File: src/hdl/oarm_pkg.sv
// package of shared constants and types for operand address register modes
package oarm_pkg;
	// ---------------------------------------------------------------
	// addressing modes
	// ---------------------------------------------------------------
	typedef enum logic [2:0] {
		OARM_MODE_TWO = 3'h1,
		OARM_MODE_THREE = 3'h2,
		OARM_MODE_FOUR = 3'h4
	} oarm_mode_type;

	// ---------------------------------------------------------------
	// field widths and layout
	// ---------------------------------------------------------------
	localparam int OARM_CHAR_W = 6;
	localparam int OARM_REG_MIN_W = 12;
	localparam int OARM_REG_MAX_W = 19;
	localparam int OARM_TWO_ADDR_W = 12;
	localparam int OARM_THREE_ADDR_W = 15;
	localparam int OARM_FOUR_ADDR_W = 19;
	localparam int OARM_THREE_MOD_W = 3;
	localparam int OARM_FOUR_MOD_W = 5;
	localparam int OARM_RAW_W = 24;
	localparam int OARM_MAX_INSTR_CHARS = 12;
	localparam int OARM_INDEX_TOTAL = 120;
	localparam int OARM_INDEX_AVAIL = 30;

	// ---------------------------------------------------------------
	// modifier encodings
	// ---------------------------------------------------------------
	localparam logic [2:0] OARM_MOD3_DIRECT = 3'h0;
	localparam logic [2:0] OARM_MOD3_INDIRECT = 3'h7;
	localparam logic [4:0] OARM_MOD5_DIRECT = 5'h00;
	localparam logic [4:0] OARM_MOD5_INDIRECT = 5'h10;

	typedef enum logic [1:0] {
		OARM_MOD_DIRECT = 2'h0,
		OARM_MOD_INDIRECT = 2'h1,
		OARM_MOD_INDEXED = 2'h2
	} oarm_modkind_type;

	// ---------------------------------------------------------------
	// reset values
	// ---------------------------------------------------------------
	localparam oarm_mode_type OARM_MODE_RST = OARM_MODE_TWO;
	localparam logic [OARM_REG_MAX_W-1:0] OARM_REG_RST = 19'h00000;
endpackage

File: src/hdl/oarm_step_if.sv
// interface carrying one operand register stepping request and result
`timescale 1ns/100ps
interface oarm_step_if;
	import oarm_pkg::*;
	logic [OARM_REG_MAX_W-1:0] cur;
	logic [OARM_REG_MAX_W-1:0] nxt;
	oarm_mode_type mode;
	logic dec;
	logic channel;
	modport master (output cur, output mode, output dec, output channel, input nxt);
	modport stepper (input cur, input mode, input dec, input channel, output nxt);
endinterface

File: src/hdl/oarm_stepper.sv
// stepping unit: increment or decrement with bank, sector or full carry
`timescale 1ns/100ps
module oarm_stepper
	import oarm_pkg::*;
#(
	parameter int REG_W = OARM_REG_MAX_W
) (
	oarm_step_if.stepper st
);
	logic [REG_W-1:0] full_d;
	logic [REG_W-1:0] mask;
	logic [REG_W-1:0] stepped;

	always_comb begin
		if (st.dec) begin
			full_d = st.cur[REG_W-1:0] - REG_W'(1);
		end else begin
			full_d = st.cur[REG_W-1:0] + REG_W'(1);
		end
	end

	// ---------------------------------------------------------------
	// wrap mask: bits allowed to change
	// ---------------------------------------------------------------
	always_comb begin
		mask = '1;
		if (!st.channel) begin
			case (st.mode)
				OARM_MODE_TWO: begin
					mask = REG_W'((1 << OARM_TWO_ADDR_W) - 1);
				end
				OARM_MODE_THREE: begin
					mask = (REG_W >= OARM_THREE_ADDR_W) ? REG_W'((1 << OARM_THREE_ADDR_W) - 1) : '1;
				end
				OARM_MODE_FOUR: begin
					mask = '1;
				end
				default: begin
					mask = '1;
				end
			endcase
		end
	end

	assign stepped = (full_d & mask) | (st.cur[REG_W-1:0] & ~mask);
	assign st.nxt = OARM_REG_MAX_W'(stepped);
endmodule

File: src/hdl/oarm_top.sv
// operand address registers with two-, three- and four-character modes
`timescale 1ns/100ps
module oarm_top
	import oarm_pkg::*;
#(
	parameter int REG_W = OARM_REG_MAX_W
) (
	input wire logic clock_in,
	input wire logic nrst_in,
	input wire logic mode_wr_in,
	input wire oarm_mode_type mode_in,
	input wire logic load_a_in,
	input wire logic load_b_in,
	input wire logic dup_a_in,
	input wire logic [OARM_RAW_W-1:0] raw_addr_in,
	input wire logic step_a_in,
	input wire logic step_b_in,
	input wire logic step_dec_in,
	input wire logic step_channel_in,
	input wire logic [OARM_CHAR_W-1:0] op_char_in,
	input wire logic [1:0] format_addrs_in,
	input wire logic [1:0] format_extra_in,
	output logic [OARM_REG_MAX_W-1:0] a_operand_address_reg_out,
	output logic [OARM_REG_MAX_W-1:0] b_operand_address_reg_out,
	output oarm_mode_type mode_out,
	output oarm_modkind_type mod_kind_out,
	output logic [3:0] index_sel_out,
	output logic index_upper_out,
	output logic [3:0] instr_len_out,
	output logic [OARM_CHAR_W-1:0] op_code_out
);
	// ---------------------------------------------------------------
	// state
	// ---------------------------------------------------------------
	oarm_mode_type mode_q;
	logic [OARM_REG_MAX_W-1:0] a_operand_address_reg_q;
	logic [OARM_REG_MAX_W-1:0] b_reg_q;
	logic [OARM_REG_MAX_W-1:0] load_d;
	logic [OARM_REG_MAX_W-1:0] keep_mask;
	logic [OARM_REG_MAX_W-1:0] width_mask;
	oarm_modkind_type kind_q;
	oarm_modkind_type kind_d;
	logic [3:0] idx_q;
	logic [3:0] idx_d;
	logic upper_q;
	logic upper_d;
	logic [3:0] len_q;
	logic [3:0] len_d;
	logic [4:0] len_sum;
	logic [OARM_CHAR_W-1:0] op_q;
	logic [OARM_REG_MAX_W-1:0] a_step_nxt;
	logic [OARM_REG_MAX_W-1:0] b_step_nxt;
	logic [2:0] mod3;
	logic [4:0] mod5;
	logic [2:0] addr_chars;

	assign width_mask = OARM_REG_MAX_W'((1 << REG_W) - 1);
	assign mod3 = raw_addr_in[OARM_THREE_ADDR_W +: OARM_THREE_MOD_W];
	assign mod5 = raw_addr_in[OARM_FOUR_ADDR_W +: OARM_FOUR_MOD_W];

	// ---------------------------------------------------------------
	// addressing mode register
	// ---------------------------------------------------------------
	always_ff @(posedge clock_in) begin
		if (!nrst_in) begin
			mode_q <= OARM_MODE_RST;
		end else if (mode_wr_in) begin
			case (mode_in)
				OARM_MODE_TWO, OARM_MODE_THREE, OARM_MODE_FOUR: begin
					mode_q <= mode_in;
				end
				default: begin
					mode_q <= mode_q;
				end
			endcase
		end
	end

	// ---------------------------------------------------------------
	// extraction load value and preserved bits
	// ---------------------------------------------------------------
	always_comb begin
		load_d = '0;
		keep_mask = '0;
		case (mode_q)
			OARM_MODE_TWO: begin
				load_d = OARM_REG_MAX_W'(raw_addr_in[OARM_TWO_ADDR_W-1:0]);
				keep_mask = ~OARM_REG_MAX_W'((1 << OARM_TWO_ADDR_W) - 1);
			end
			OARM_MODE_THREE: begin
				load_d = OARM_REG_MAX_W'(raw_addr_in[OARM_THREE_ADDR_W-1:0]);
				keep_mask = ~OARM_REG_MAX_W'((1 << OARM_THREE_ADDR_W) - 1);
			end
			OARM_MODE_FOUR: begin
				load_d = raw_addr_in[OARM_FOUR_ADDR_W-1:0];
				keep_mask = '0;
			end
			default: begin
				load_d = '0;
				keep_mask = '0;
			end
		endcase
		if (dup_a_in) begin
			load_d = a_operand_address_reg_q;
			keep_mask = '0;
		end
	end

	// ---------------------------------------------------------------
	// stepping units
	// ---------------------------------------------------------------
	oarm_step_if a_st ();
	oarm_step_if b_st ();
	assign a_st.cur = a_operand_address_reg_q;
	assign a_st.mode = mode_q;
	assign a_st.dec = step_dec_in;
	assign a_st.channel = step_channel_in;
	assign a_step_nxt = a_st.nxt;
	assign b_st.cur = b_reg_q;
	assign b_st.mode = mode_q;
	assign b_st.dec = step_dec_in;
	assign b_st.channel = step_channel_in;
	assign b_step_nxt = b_st.nxt;

	oarm_stepper #(.REG_W(REG_W)) u_step_a (
		.st(a_st.stepper)
	);
	oarm_stepper #(.REG_W(REG_W)) u_step_b (
		.st(b_st.stepper)
	);

	// ---------------------------------------------------------------
	// operand address registers
	// ---------------------------------------------------------------
	always_ff @(posedge clock_in) begin
		if (!nrst_in) begin
			a_operand_address_reg_q <= OARM_REG_RST;
		end else if (load_a_in) begin
			a_operand_address_reg_q <= ((a_operand_address_reg_q & keep_mask) | (load_d & ~keep_mask)) & width_mask;
		end else if (step_a_in) begin
			a_operand_address_reg_q <= a_step_nxt & width_mask;
		end
	end

	always_ff @(posedge clock_in) begin
		if (!nrst_in) begin
			b_reg_q <= OARM_REG_RST;
		end else if (load_b_in) begin
			b_reg_q <= ((b_reg_q & keep_mask) | (load_d & ~keep_mask)) & width_mask;
		end else if (step_b_in) begin
			b_reg_q <= b_step_nxt & width_mask;
		end
	end

	// ---------------------------------------------------------------
	// modifier decode during extraction
	// ---------------------------------------------------------------
	always_comb begin
		kind_d = OARM_MOD_DIRECT;
		idx_d = 4'h0;
		upper_d = 1'b0;
		case (mode_q)
			OARM_MODE_TWO: begin
				kind_d = OARM_MOD_DIRECT;
			end
			OARM_MODE_THREE: begin
				if (mod3 == OARM_MOD3_DIRECT) begin
					kind_d = OARM_MOD_DIRECT;
				end else if (mod3 == OARM_MOD3_INDIRECT) begin
					kind_d = OARM_MOD_INDIRECT;
				end else begin
					kind_d = OARM_MOD_INDEXED;
					idx_d = {1'b0, mod3};
				end
			end
			OARM_MODE_FOUR: begin
				if (mod5 == OARM_MOD5_DIRECT) begin
					kind_d = OARM_MOD_DIRECT;
				end else if (mod5 == OARM_MOD5_INDIRECT) begin
					kind_d = OARM_MOD_INDIRECT;
				end else begin
					kind_d = OARM_MOD_INDEXED;
					idx_d = mod5[3:0];
					upper_d = mod5[4];
				end
			end
			default: begin
				kind_d = OARM_MOD_DIRECT;
			end
		endcase
	end

	always_ff @(posedge clock_in) begin
		if (!nrst_in) begin
			kind_q <= OARM_MOD_DIRECT;
			idx_q <= 4'h0;
			upper_q <= 1'b0;
		end else if ((load_a_in || load_b_in) && !dup_a_in) begin
			kind_q <= kind_d;
			idx_q <= idx_d;
			upper_q <= upper_d;
		end
	end

	// ---------------------------------------------------------------
	// instruction length and op code
	// ---------------------------------------------------------------
	always_comb begin
		case (mode_q)
			OARM_MODE_TWO: begin
				addr_chars = 3'h2;
			end
			OARM_MODE_THREE: begin
				addr_chars = 3'h3;
			end
			OARM_MODE_FOUR: begin
				addr_chars = 3'h4;
			end
			default: begin
				addr_chars = 3'h2;
			end
		endcase
		len_sum = 5'h01 + 5'(format_addrs_in) * 5'(addr_chars) + 5'(format_extra_in);
		if (len_sum > 5'(OARM_MAX_INSTR_CHARS)) begin
			len_d = 4'(OARM_MAX_INSTR_CHARS);
		end else begin
			len_d = len_sum[3:0];
		end
	end

	always_ff @(posedge clock_in) begin
		if (!nrst_in) begin
			len_q <= 4'h1;
			op_q <= 6'h00;
		end else if (load_a_in || load_b_in) begin
			len_q <= len_d;
			op_q <= op_char_in;
		end
	end

	assign a_operand_address_reg_out = a_operand_address_reg_q;
	assign b_operand_address_reg_out = b_reg_q;
	assign mode_out = mode_q;
	assign mod_kind_out = kind_q;
	assign index_sel_out = idx_q;
	assign index_upper_out = upper_q;
	assign instr_len_out = len_q;
	assign op_code_out = op_q;
endmodule

File: config.mk
export PLATFORM = sky130hd
export DESIGN_NAME = oarm_top
export DESIGN_NICKNAME = d
export VERILOG_FILES = /design/src/hdl/oarm_pkg.sv /design/src/hdl/oarm_step_if.sv /design/src/hdl/oarm_stepper.sv /design/src/hdl/oarm_top.sv
export SDC_FILE = /design/constraint.sdc
export NUM_CORES = 1
export LEC_CHECK = 0
export ABC_AREA = 1
export BUFFER_PORTS_ARGS = -buffer_cell sky130_fd_sc_hd__buf_4
export CORE_MARGIN = 2
export CORE_UTILIZATION = 56
export CTS_CLUSTER_SIZE = 25
export DETAILED_ROUTE_END_ITERATION = 7
export PLACE_DENSITY_LB_ADDON = 0.3
export SLEW_MARGIN = 25
export SYNTH_ARGS = -nofsm -noshare
export SYNTH_HDL_FRONTEND = slang
export SYNTH_SLANG_ARGS = --single-unit
File: constraint.sdc
create_clock -name clock_in -period 2.9 [get_ports clock_in]
set_clock_uncertainty 0.2 [all_clocks]
set_input_delay 0.87 -clock clock_in [delete_from_list [all_inputs] [get_ports clock_in]]
set_output_delay 0.87 -clock clock_in [all_outputs]
set_load 0.02 [all_outputs]
After elaboration in Yosys (flattened, before gate mapping) --
Cells that the tools add are included.
Word-level totals: flip-flop bits (word level) 58, word-level logic and storage cells 73
Cells by class: $add $sub $neg 6, multipliers 1, $lt $le $gt $ge 1, eq/ne operators 8, multiplexer cells 27, bitwise gates (word level) 13, reduce and logical (&&, ||, !) cells 9
Operators by type and width (count):
- $mux W19 | 9
- $and A19 B19 Y19 | 7
- $or A19 B19 Y19 | 4
- $pmux W19 S2 | 2
- $pmux W19 S3 | 1
- $add A19 B1 Y19 const B | 2
- $not A19 Y19 | 2
- $sub A19 B1 Y19 const B | 2
- $mux W4 | 3
- $eq A3 B3 Y1 const B | 3
- $mux W2 | 4
- $pmux W4 S2 | 1
- $eq A3 B1 Y1 const B | 2
- $eq A3 B2 Y1 const B | 2
- $mux W3 | 2
- $pmux W3 S2 | 1
- $add A1 B5 Y5 const A | 1
- $add A5 B2 Y5 | 1
- $eq A5 B5 Y1 const B | 1
- $gt A5 B4 Y1 const B | 1
- $logic_not A5 Y1 | 1
- $mul A2 B3 Y5 | 1
- $pmux W2 S2 | 1
- $reduce_bool A2 Y1 | 2
- other kinds (7) | 9

Longest topological paths before layout --
Gate-level depths: netlist of the first run.
word-level depth 8, gate-level depth with buffers 16, gate-level depth less buffers 16

Cells and area by module --
A second synthesis of the first run with hierarchy kept.
Unflattened totals: cells, all modules 942, area total of the unflattened synthesis 5544.1 µm²
By module, submodules not included:
- oarm_top | times used 1, cells each 516, area each 3254.4 µm²
- oarm_stepper | times used 2, cells each 213, area each 1144.8 µm²

Least setup slack after synthesis of the first run --
Ideal clock, no wire load.
path type input-to-reg, start input format_extra_in[1], end register len_q[2] (netlist: instr_len_out[2]), library setup time 115 ps, arrival time 2417 ps, required time 2585 ps, setup slack 168 ps, cell stages on the path 12, path buffers 0, cell sequence inv_1 -> fa_1 -> inv_1 -> ha_1 -> nand3_1 -> nand3_1 -> xor2_1 -> nor2_1 -> nand2_1 -> nand2_1 -> o21ai_0 -> inv_1
Between the ends: longest elaborated chain between the ends 3
RTL lines:
- from (decl) | line oarm_top.sv:22 | input wire logic [1:0] format_extra_in,
- $add A5 B2 Y5 (*) | line oarm_top.sv:223 | len_sum = 5'h01 + 5'(format_addrs_in) * 5'(addr_chars) + 5'(format_extra_in);
- $gt A5 B4 Y1 | line oarm_top.sv:224 | if (len_sum > 5'(OARM_MAX_INSTR_CHARS)) begin
- $mux W4 (*) | line oarm_top.sv:224
- to (signal assigned) | line oarm_top.sv:236 | len_q <= len_d;
- to (decl) | line oarm_top.sv:47 | logic [3:0] len_q;
Mark *: on every way between the ends. The rest lies on a longest branch, timed or not. A chain may end at the register's enable or synchronous reset.

Worst setup path in the final report of the first run --
start register mode_q[0] (netlist: mode_out[0]), end register len_q[1] (netlist: instr_len_out[1])
Between the ends: longest elaborated chain between the ends 7, elaborated cells on any way between the ends 8
RTL lines:
- from (decl) | line oarm_top.sv:35 | oarm_mode_type mode_q;
- from (signal assigned) | line oarm_top.sv:70 | mode_q <= mode_in;
- from (signal assigned) | line oarm_top.sv:73 | mode_q <= mode_q;
- $eq A3 B3 Y1 / $eq A3 B2 Y1 (equally long branches) | line oarm_top.sv:209 | case (mode_q)
- $pmux W3 S2 (*) | line oarm_top.sv:209
- $mul A2 B3 Y5 (*) | line oarm_top.sv:223
- $add A1 B5 Y5 (*) | line oarm_top.sv:223
- $add A5 B2 Y5 (*) | line oarm_top.sv:223
- $gt A5 B4 Y1 | line oarm_top.sv:224
- $mux W4 (*) | line oarm_top.sv:224
Marks and branches as above.

==> results of run 1 <==
==> report_power, final <==
group | switching (W) | internal, W | total (W)
Clock | 0.000362 | 0.000491 | 0.000852
Combinational | 0.000699 | 0.000440 | 0.00114
Sequential | 0.0000757 | 0.000870 | 0.000946
==> synthesized netlist by cell type (2+ instances only) <==
cell type | number | share of area, %
fa_1 | 4 | 1.6
nor2_4 | 4 | 0.87
o21ai_2 | 4 | 0.68
buf_2 | 8 | 0.78
xor2_1 | 8 | 1.4
nand2_2 | 4 | 0.49
nand3_2 | 10 | 1.9
nor4_1 | 4 | 0.49
and2_1 | 2 | 0.24
ha_1 | 39 | 9.5
a22oi_2 | 2 | 0.49
nor2_1 | 83 | 6.1
xnor2_1 | 5 | 0.85
dfxtp_1 | 58 | 23
a31oi_1 | 12 | 1.5
o211ai_1 | 2 | 0.29
nand3_1 | 54 | 5.2
inv_1 | 104 | 7.6
a21oi_1 | 82 | 8.0
nor3_1 | 8 | 0.78
nand2_1 | 265 | 19
buf_6 | 3 | 0.66
a22oi_1 | 2 | 0.29
clkbuf_1 | 5 | 0.36
nand2_4 | 2 | 0.44
nand3b_1 | 4 | 0.58
o22ai_2 | 2 | 0.49
inv_2 | 6 | 0.44
o21ai_0 | 51 | 5.0
==> final cells by class <==
| class | count | area, µm² |
|---|---|---|
| Timing Repair Buffer | 117 | 903 |
| Multi-Input combinational cell | 661 | 3480 |
| Inverter | 111 | 417 |
| Sequential cell | 58 | 1160 |
| Clock buffer | 9 | 124 |
| Clock inverter | 7 | 103 |
| Tap cell | 108 | 135 |
| Fill cell | 789 | 2480 |
==> stage by stage <==
stage | TNS (ps) | power, W | cell area, µm² | hold slack (ps) | setup WS [ps]
floorplan | 0 | 0.00173 | 5150 | 341 | 168
global placement | 0 | 0.00207 | 6090 | 261 | 4.16
detailed placement | -78.1 | 0.00209 | 6090 | 274 | -38.7
CTS | 0 | 0.00294 | 6310 | 289 | 163
global route | 0 | 0.00313 | 6320 | 325 | 39.9
finish | 0 | 0.00294 | 6320 | 289 | 312
==> what timing repair did <==
action	in CTS	in global routing
resized for setup	0	1
setup buffers	0	1
endpoints found under the setup margin	0	3
==> worst min-delay path by stage <==
stage,to,start,cells after the start,slack (ps)
floorplan,instr_len_out[1],instr_len_out[1],2,340
CTS,index_upper_out,index_upper_out,2,290
finish,index_upper_out,index_upper_out,2,290
global placement,index_upper_out,index_upper_out,2,260
detailed placement,index_upper_out,index_upper_out,2,270
global route,index_upper_out,index_upper_out,2,320
==> cells by family (layout without fill, tap and decap cells) <==
kind of cell,count (synthesis),count (layout),synth area share [%]
AOI/OAI and AO/OA,162,162,17.5
DFF,58,58,22.6
adders and majority gates,43,43,11.0
and+or+nand+nor,443,443,36.8
xor gates and xnor gates,13,13,2.21
buffers and inverters,127,244,9.89
==> worst max-delay path, stage by stage (launching register included) <==
cell and delay [ps]:
dfxtp_1 350, inv_1 100, nand3_2 120, inv_2 80, nand2_1 60, fa_1 530
inv_1 60, ha_1 260, nand3_1 70, nand3_1 80, xor2_1 190, nor2_1 60
nand2_1 50, nand2_1 50, inv_1 70, nand2_1 50, a21oi_1 110
==> metal layers <==
| layer | global-route usage (%) | vias to the layer above | part of all wire (%) |
|---|---|---|---|
| li1 | - | 2983 | - |
| met1 | 32.9 | 2569 | 42 |
| met2 | 50.5 | 175 | 49 |
| met3 | 6.34 | 40 | 6.6 |
| met4 | 10.6 | 0 | 2.9 |
| met5 | 0 | - | 0 |
==> out/results.txt, run 1 <==
cell row count - 34
Tmin final - 2590 ps
drt pass-1 iters - 5
largest net degree at the start of global routing - 32
Post-DRT Antenna Nets - 0
H-Tree Depth - 3
commonest non-fill, non-tap cell in the layout - nand2_1
Fin. Hold Viols - 0
status - completed
initial antenna violation count - 0
crit start category - flop
Synth-to-Final Area Change - 22.8%
most frequent cells in the layout - nand2_1 (265), buf_4 (115), inv_1 (103), nor2_1 (83), a21oi_1 (82)
slew margin rel. - 62.7%
routability congestion estimate from global placement - 0.917
vias in the first global route - 5349
CTS Buf Count - 9
R2R setup slack - 310 ps
worst slew pin tran - 555 ps
TritonCTS clock tree - yes
Total Routed Length - 14000 µm
die height - 99.9 µm
vias - 5767
first-pass GRT wire length - 23200 µm
max-slew violation count - 0
number of clock sinks - 58
RSZ-0062 raised after global routing - false
max-cap violation count - 0
clock latency on the worst-skew pair - 340 ps
Critical Path AT - 2640 ps
HP Class - flop to flop
GR Overflow Total - 0
worst r2r src - mode_out[0]
Max Fclk - 0.386 GHz
nets@finish - 1048
crit path capture - instr_len_out[1]
final non-filler cell total - 1071
sequential area share after synthesis - 22.6%
I/O Buffers - 104
root buf cell - clkbuf_8
Lkg Pwr - 3.40 nW
crit share post-route - 89.2%
Synth Register Bits - 58
critical path class - flop to flop
Crit Path Max Fanout - 5
Final HPWL DP - 11000 µm
core area - 8810 µm²
Syn. warnings - 0
clk buf depth - 2
Via density - 5.38
ant diodes - 0
Crit. End Element - flop
share of layout cells above drive strength 1 - 17.8%
CP startpoint - mode_out[0]
final core occ - 71.8%
synthesized cell area - 5150 µm²
number of synthesized flops with an enable pin - 0
die area - 9980 µm²
Mapped Nets - 936
Gate Count Post-Synth - 846
Initial Utilization - 58.5%
Worst IR Drop VDD - 0.000352 V
Worst Reg2Reg Path Length in Cells - 16
Async SR Flop Fraction - 0%
hold_buf cts - 0
Mapped Avg Cell Area - 6.09 µm²
final setup vio count - 0
Die W - 99.9 µm
Clock transition at path regs - 80 ps
predominant post-synthesis flop cell - dfxtp_1
Total Routing Usage GR - 28.2%
R2R Path End - instr_len_out[1]
WL/cell - 13.1 µm
Req. time, crit path - 2960 ps
Synth cell types - 38
pwr dens - 465 nW/µm²
DRC viols - 0
IO Pins - 105
placed instance count - 1054
Initial DRC Count - 255
Power figures use the tool's default switching activity.
==> inputs of run 2 (changes only) <==
--- a/config.mk
+++ b/config.mk
@@ -5,7 +5,7 @@
 export SDC_FILE = /design/constraint.sdc
 export NUM_CORES = 1
 export LEC_CHECK = 0
-export ABC_AREA = 1
+export ABC_AREA = 0
 export BUFFER_PORTS_ARGS = -buffer_cell sky130_fd_sc_hd__buf_4
 export CORE_MARGIN = 2
 export CORE_UTILIZATION = 56
==> run 2 against run 1 <==
Against the previous run:
- combinational power rose by 11%
- core utilization grew 7.1 points
- sequential cell count stayed put
- critical path depth decreased by 7
- synthesized cell count decreased by 26%
- area after synthesis shrank 7.0%
==> out/results.txt, run 2 <==
Clock transition at path regs - 70 ps (was 80 ps)
Synth cell types - 64 (was 38)
WHS - 264 ps (was 289 ps)
Async SR Flop Fraction - 0% (unchanged)
ant diodes - 0 (unchanged)
routability congestion estimate from global placement - 0.929 (was 0.917)
share of layout cells above drive strength 1 - 30.0% (was 17.8%)
first-pass GRT wire length - 23600 µm (was 23200 µm)
root buf cell - clkbuf_8 (unchanged)
Mapped Avg Cell Area - 7.67 µm² (was 6.09 µm²)
Initial DRC Count - 430 (was 255)
core area - 8260 µm² (was 8810 µm²)
multi-input logic area - 3570 µm² (was 3480 µm²)
Crit Path Max Fanout - 14 (was 5)
vias in the first global route - 4948 (was 5349)
FF+latch area - 1170 µm² (was 1160 µm²)
Worst IR Drop VDD - 0.000256 V (was 0.000352 V)
Synth Area in Compound Gates - 32.6% (was 17.5%)
Initial Utilization - 58.0% (was 58.5%)
adder-cell share of the synthesized area - 11.9% (was 11.0%)
P_sw - 0.00107 W (was 0.00114 W)
multiplexer share of the synthesized area - 1.07% (was 0%)
Mapped Nets - 714 (was 936)
Gate Count Post-Synth - 624 (was 846)
Simple-Gate Fraction of Synth Area - 20.2% (was 36.8%)
H-Tree Depth - 3 (unchanged)
Post-DRT Antenna Nets - 0 (unchanged)
Synth-to-Final Area Change - 36.0% (was 22.8%)
crit start category - input port (was flop)
most frequent cells in the layout - buf_4 (183), nand2_1 (77), dfxtp_1 (55), a21oi_1 (49), o21ai_0 (43) (was nand2_1 (265), buf_4 (115), inv_1 (103), nor2_1 (83), a21oi_1 (82))
number of synthesized flops with an enable pin - 0 (unchanged)
Syn. warnings - 0 (unchanged)
crit share post-route - 96.1% (was 89.2%)
IO Pins - 105 (unchanged)
Max Fclk - 0.359 GHz (was 0.386 GHz)
status - completed (unchanged)
Clk pwr share - 22.8% (was 29.0%)
commonest non-fill, non-tap cell in the layout - buf_4 (was nand2_1)
clock latency on the worst-skew pair - 340 ps (about the same)
Fin. Hold Viols - 0 (unchanged)
worst slew pin tran - 828 ps (was 555 ps)
power share of the combinational group - 44.2% (was 38.8%)
Critical Path AT - 2840 ps (was 2640 ps)
drt pass-1 iters - 5 (unchanged)
Total Routing Usage GR - 32.3% (was 28.2%)
Die W - 96.5 µm (was 99.9 µm)
WL/cell - 16.8 µm (was 13.1 µm)
pre-CTS setup slack - -306 ps (was -38.7 ps)
top-count cell post-synth - nand2_1 (unchanged)
die area - 9300 µm² (was 9980 µm²)
largest net degree at the start of global routing - 41 (was 32)
synthesized cell area - 4790 µm² (was 5150 µm²)
critical path class - input port to flop (was flop to flop)
Synth Register Bits - 58 (unchanged)
Net Sw Frac - 37.5% (was 38.7%)
HP Class - flop to flop (unchanged)
clk buf depth - 2 (unchanged)
Lkg Pwr - 3.04 nW (was 3.40 nW)
Req. time, crit path - 2950 ps (was 2960 ps)
initial antenna violation count - 0 (unchanged)
predominant post-synthesis flop cell - dfxtp_1 (unchanged)
DRC viols - 0 (unchanged)
max-cap violation count - 0 (unchanged)
fill cell count - 593 (was 789)
setup slack after layout - 112 ps (was 312 ps)
Seq pwr share - 33.0% (was 32.2%)
RSZ-0062 raised after global routing - false (unchanged)
Synth area leader - dfxtp_1 (unchanged)
max-slew violation count - 0 (unchanged)
R2R setup slack - 140 ps (was 310 ps)
Crit. End Element - flop (unchanged)
cell row count - 33 (was 34)
post-synthesis xor/xnor area fraction - 5.85% (was 2.21%)
Via density - 6.15 (was 5.38)
GR Overflow Total - 0 (unchanged)
die height - 96.5 µm (was 99.9 µm)
commonest cells in the netlist - nand2_1 (77), dfxtp_1 (58), a21oi_1 (52), o21ai_0 (44), nor2_1 (42) (was nand2_1 (265), inv_1 (104), nor2_1 (83), a21oi_1 (82), dfxtp_1 (58))
Design Area, Final - 6510 µm² (was 6320 µm²)
Int Pwr - 0.00179 W (was 0.00180 W)
nets@finish - 879 (was 1048)
largest family of logic cells by synthesized area - compound AO/OA/AOI/OAI gates (was simple AND/OR/NAND/NOR gates)
CTS Buf Count - 9 (unchanged)
Synth top area share - 24.3% (was 22.6%)
TritonCTS clock tree - yes (unchanged)
sequential area share after synthesis - 24.3% (was 22.6%)
slew margin rel. - 44.6% (was 62.7%)
number of clock sinks - 58 (unchanged)
vias - 5519 (was 5767)
Final HPWL DP - 11300 µm (was 11000 µm)
Total Routed Length - 15100 µm (was 14000 µm)
final non-filler cell total - 898 (was 1071)
Placed Instance Area - 6200 µm² (was 6090 µm²)
final setup vio count - 0 (unchanged)
placed instance count - 881 (was 1054)
I/O Buffers - 104 (unchanged)
pwr dens - 440 nW/µm² (was 465 nW/µm²)
Tmin final - 2790 ps (was 2590 ps)
post-route setup TNS - 0 ps (unchanged)
main area contributors after synthesis - dfxtp_1 (24%), ha_1 (10%), nand2_1 (6.0%) (was dfxtp_1 (23%), nand2_1 (19%), ha_1 (9.5%))
[run 2: final cells by class]
class / count / area share (%)
timing repair buffer: 186 / 21.6
multi-input combinational: 514 / 54.8
clock buffer: 11 / 2.17
sequential: 58 / 18.0
inverter: 20 / 1.15
clock inverter: 4 / 0.307
tap: 105 / 2.02
[run 2: metal layers]
metal / global-route usage (%) / vias to the layer above / share of wire [%]
met4: 9.98 / 0 / 2.0
li1: - / 2642 / -
met3: 4.58 / 30 / 9.2
met1: 45.2 / 2566 / 42
met2: 51.6 / 281 / 46
met5: 0 / - / 0
[run 2: kinds of logic after synthesis]
family,count (synthesis)
compound gates,231
xor+xnor,32
fa+ha+maj,43
buf+inv,52
flops,58
mux,5
simple gates,203
[run 2: critical path, stage by stage]
cell and delay [ps]:
buf_6 150, buf_6 210, ha_4 230, and2b_4 150
a311o_1 360, a221o_1 390, o211ai_2 190, a21oi_1 100
o31ai_2 200
[run 2: stage by stage]
stage	util, %	power [W]
floorplan	-	0.00166
global placement	75.1	0.00211
detailed placement	75.1	0.00216
CTS	77.1	0.00280
global route	78.9	0.00302
finish	78.9	0.00286
[run 2: final timing paths]
check,from,to,cells past startpoint
setup / recovery,step_dec_in,flop,9
setup reg to reg,mode_out[2],instr_len_out[1],11
hold / removal,op_code_out[1],op_code_out[1],2
hold reg to reg,op_code_out[1],op_code_out[1],2
[run 2: repair_timing]
action	in CTS	in global routing
setup endpoints to repair	1	21
resized for setup	1	24
hold buffers	0	0
setup buffers	0	2
pin swaps	0	10
[run 2: power groups by stage]
| stage | clock (W) | combinational, W | sequential [W] |
|---|---|---|---|
| global placement | 0 | 0.00116 | 0.000953 |
| CTS | 0.000649 | 0.00121 | 0.000940 |
| global route | 0.000688 | 0.00138 | 0.000951 |
| floorplan | 0 | 0.000647 | 0.00102 |
| finish | 0.000652 | 0.00127 | 0.000945 |
| detailed placement | 0 | 0.00120 | 0.000957 |
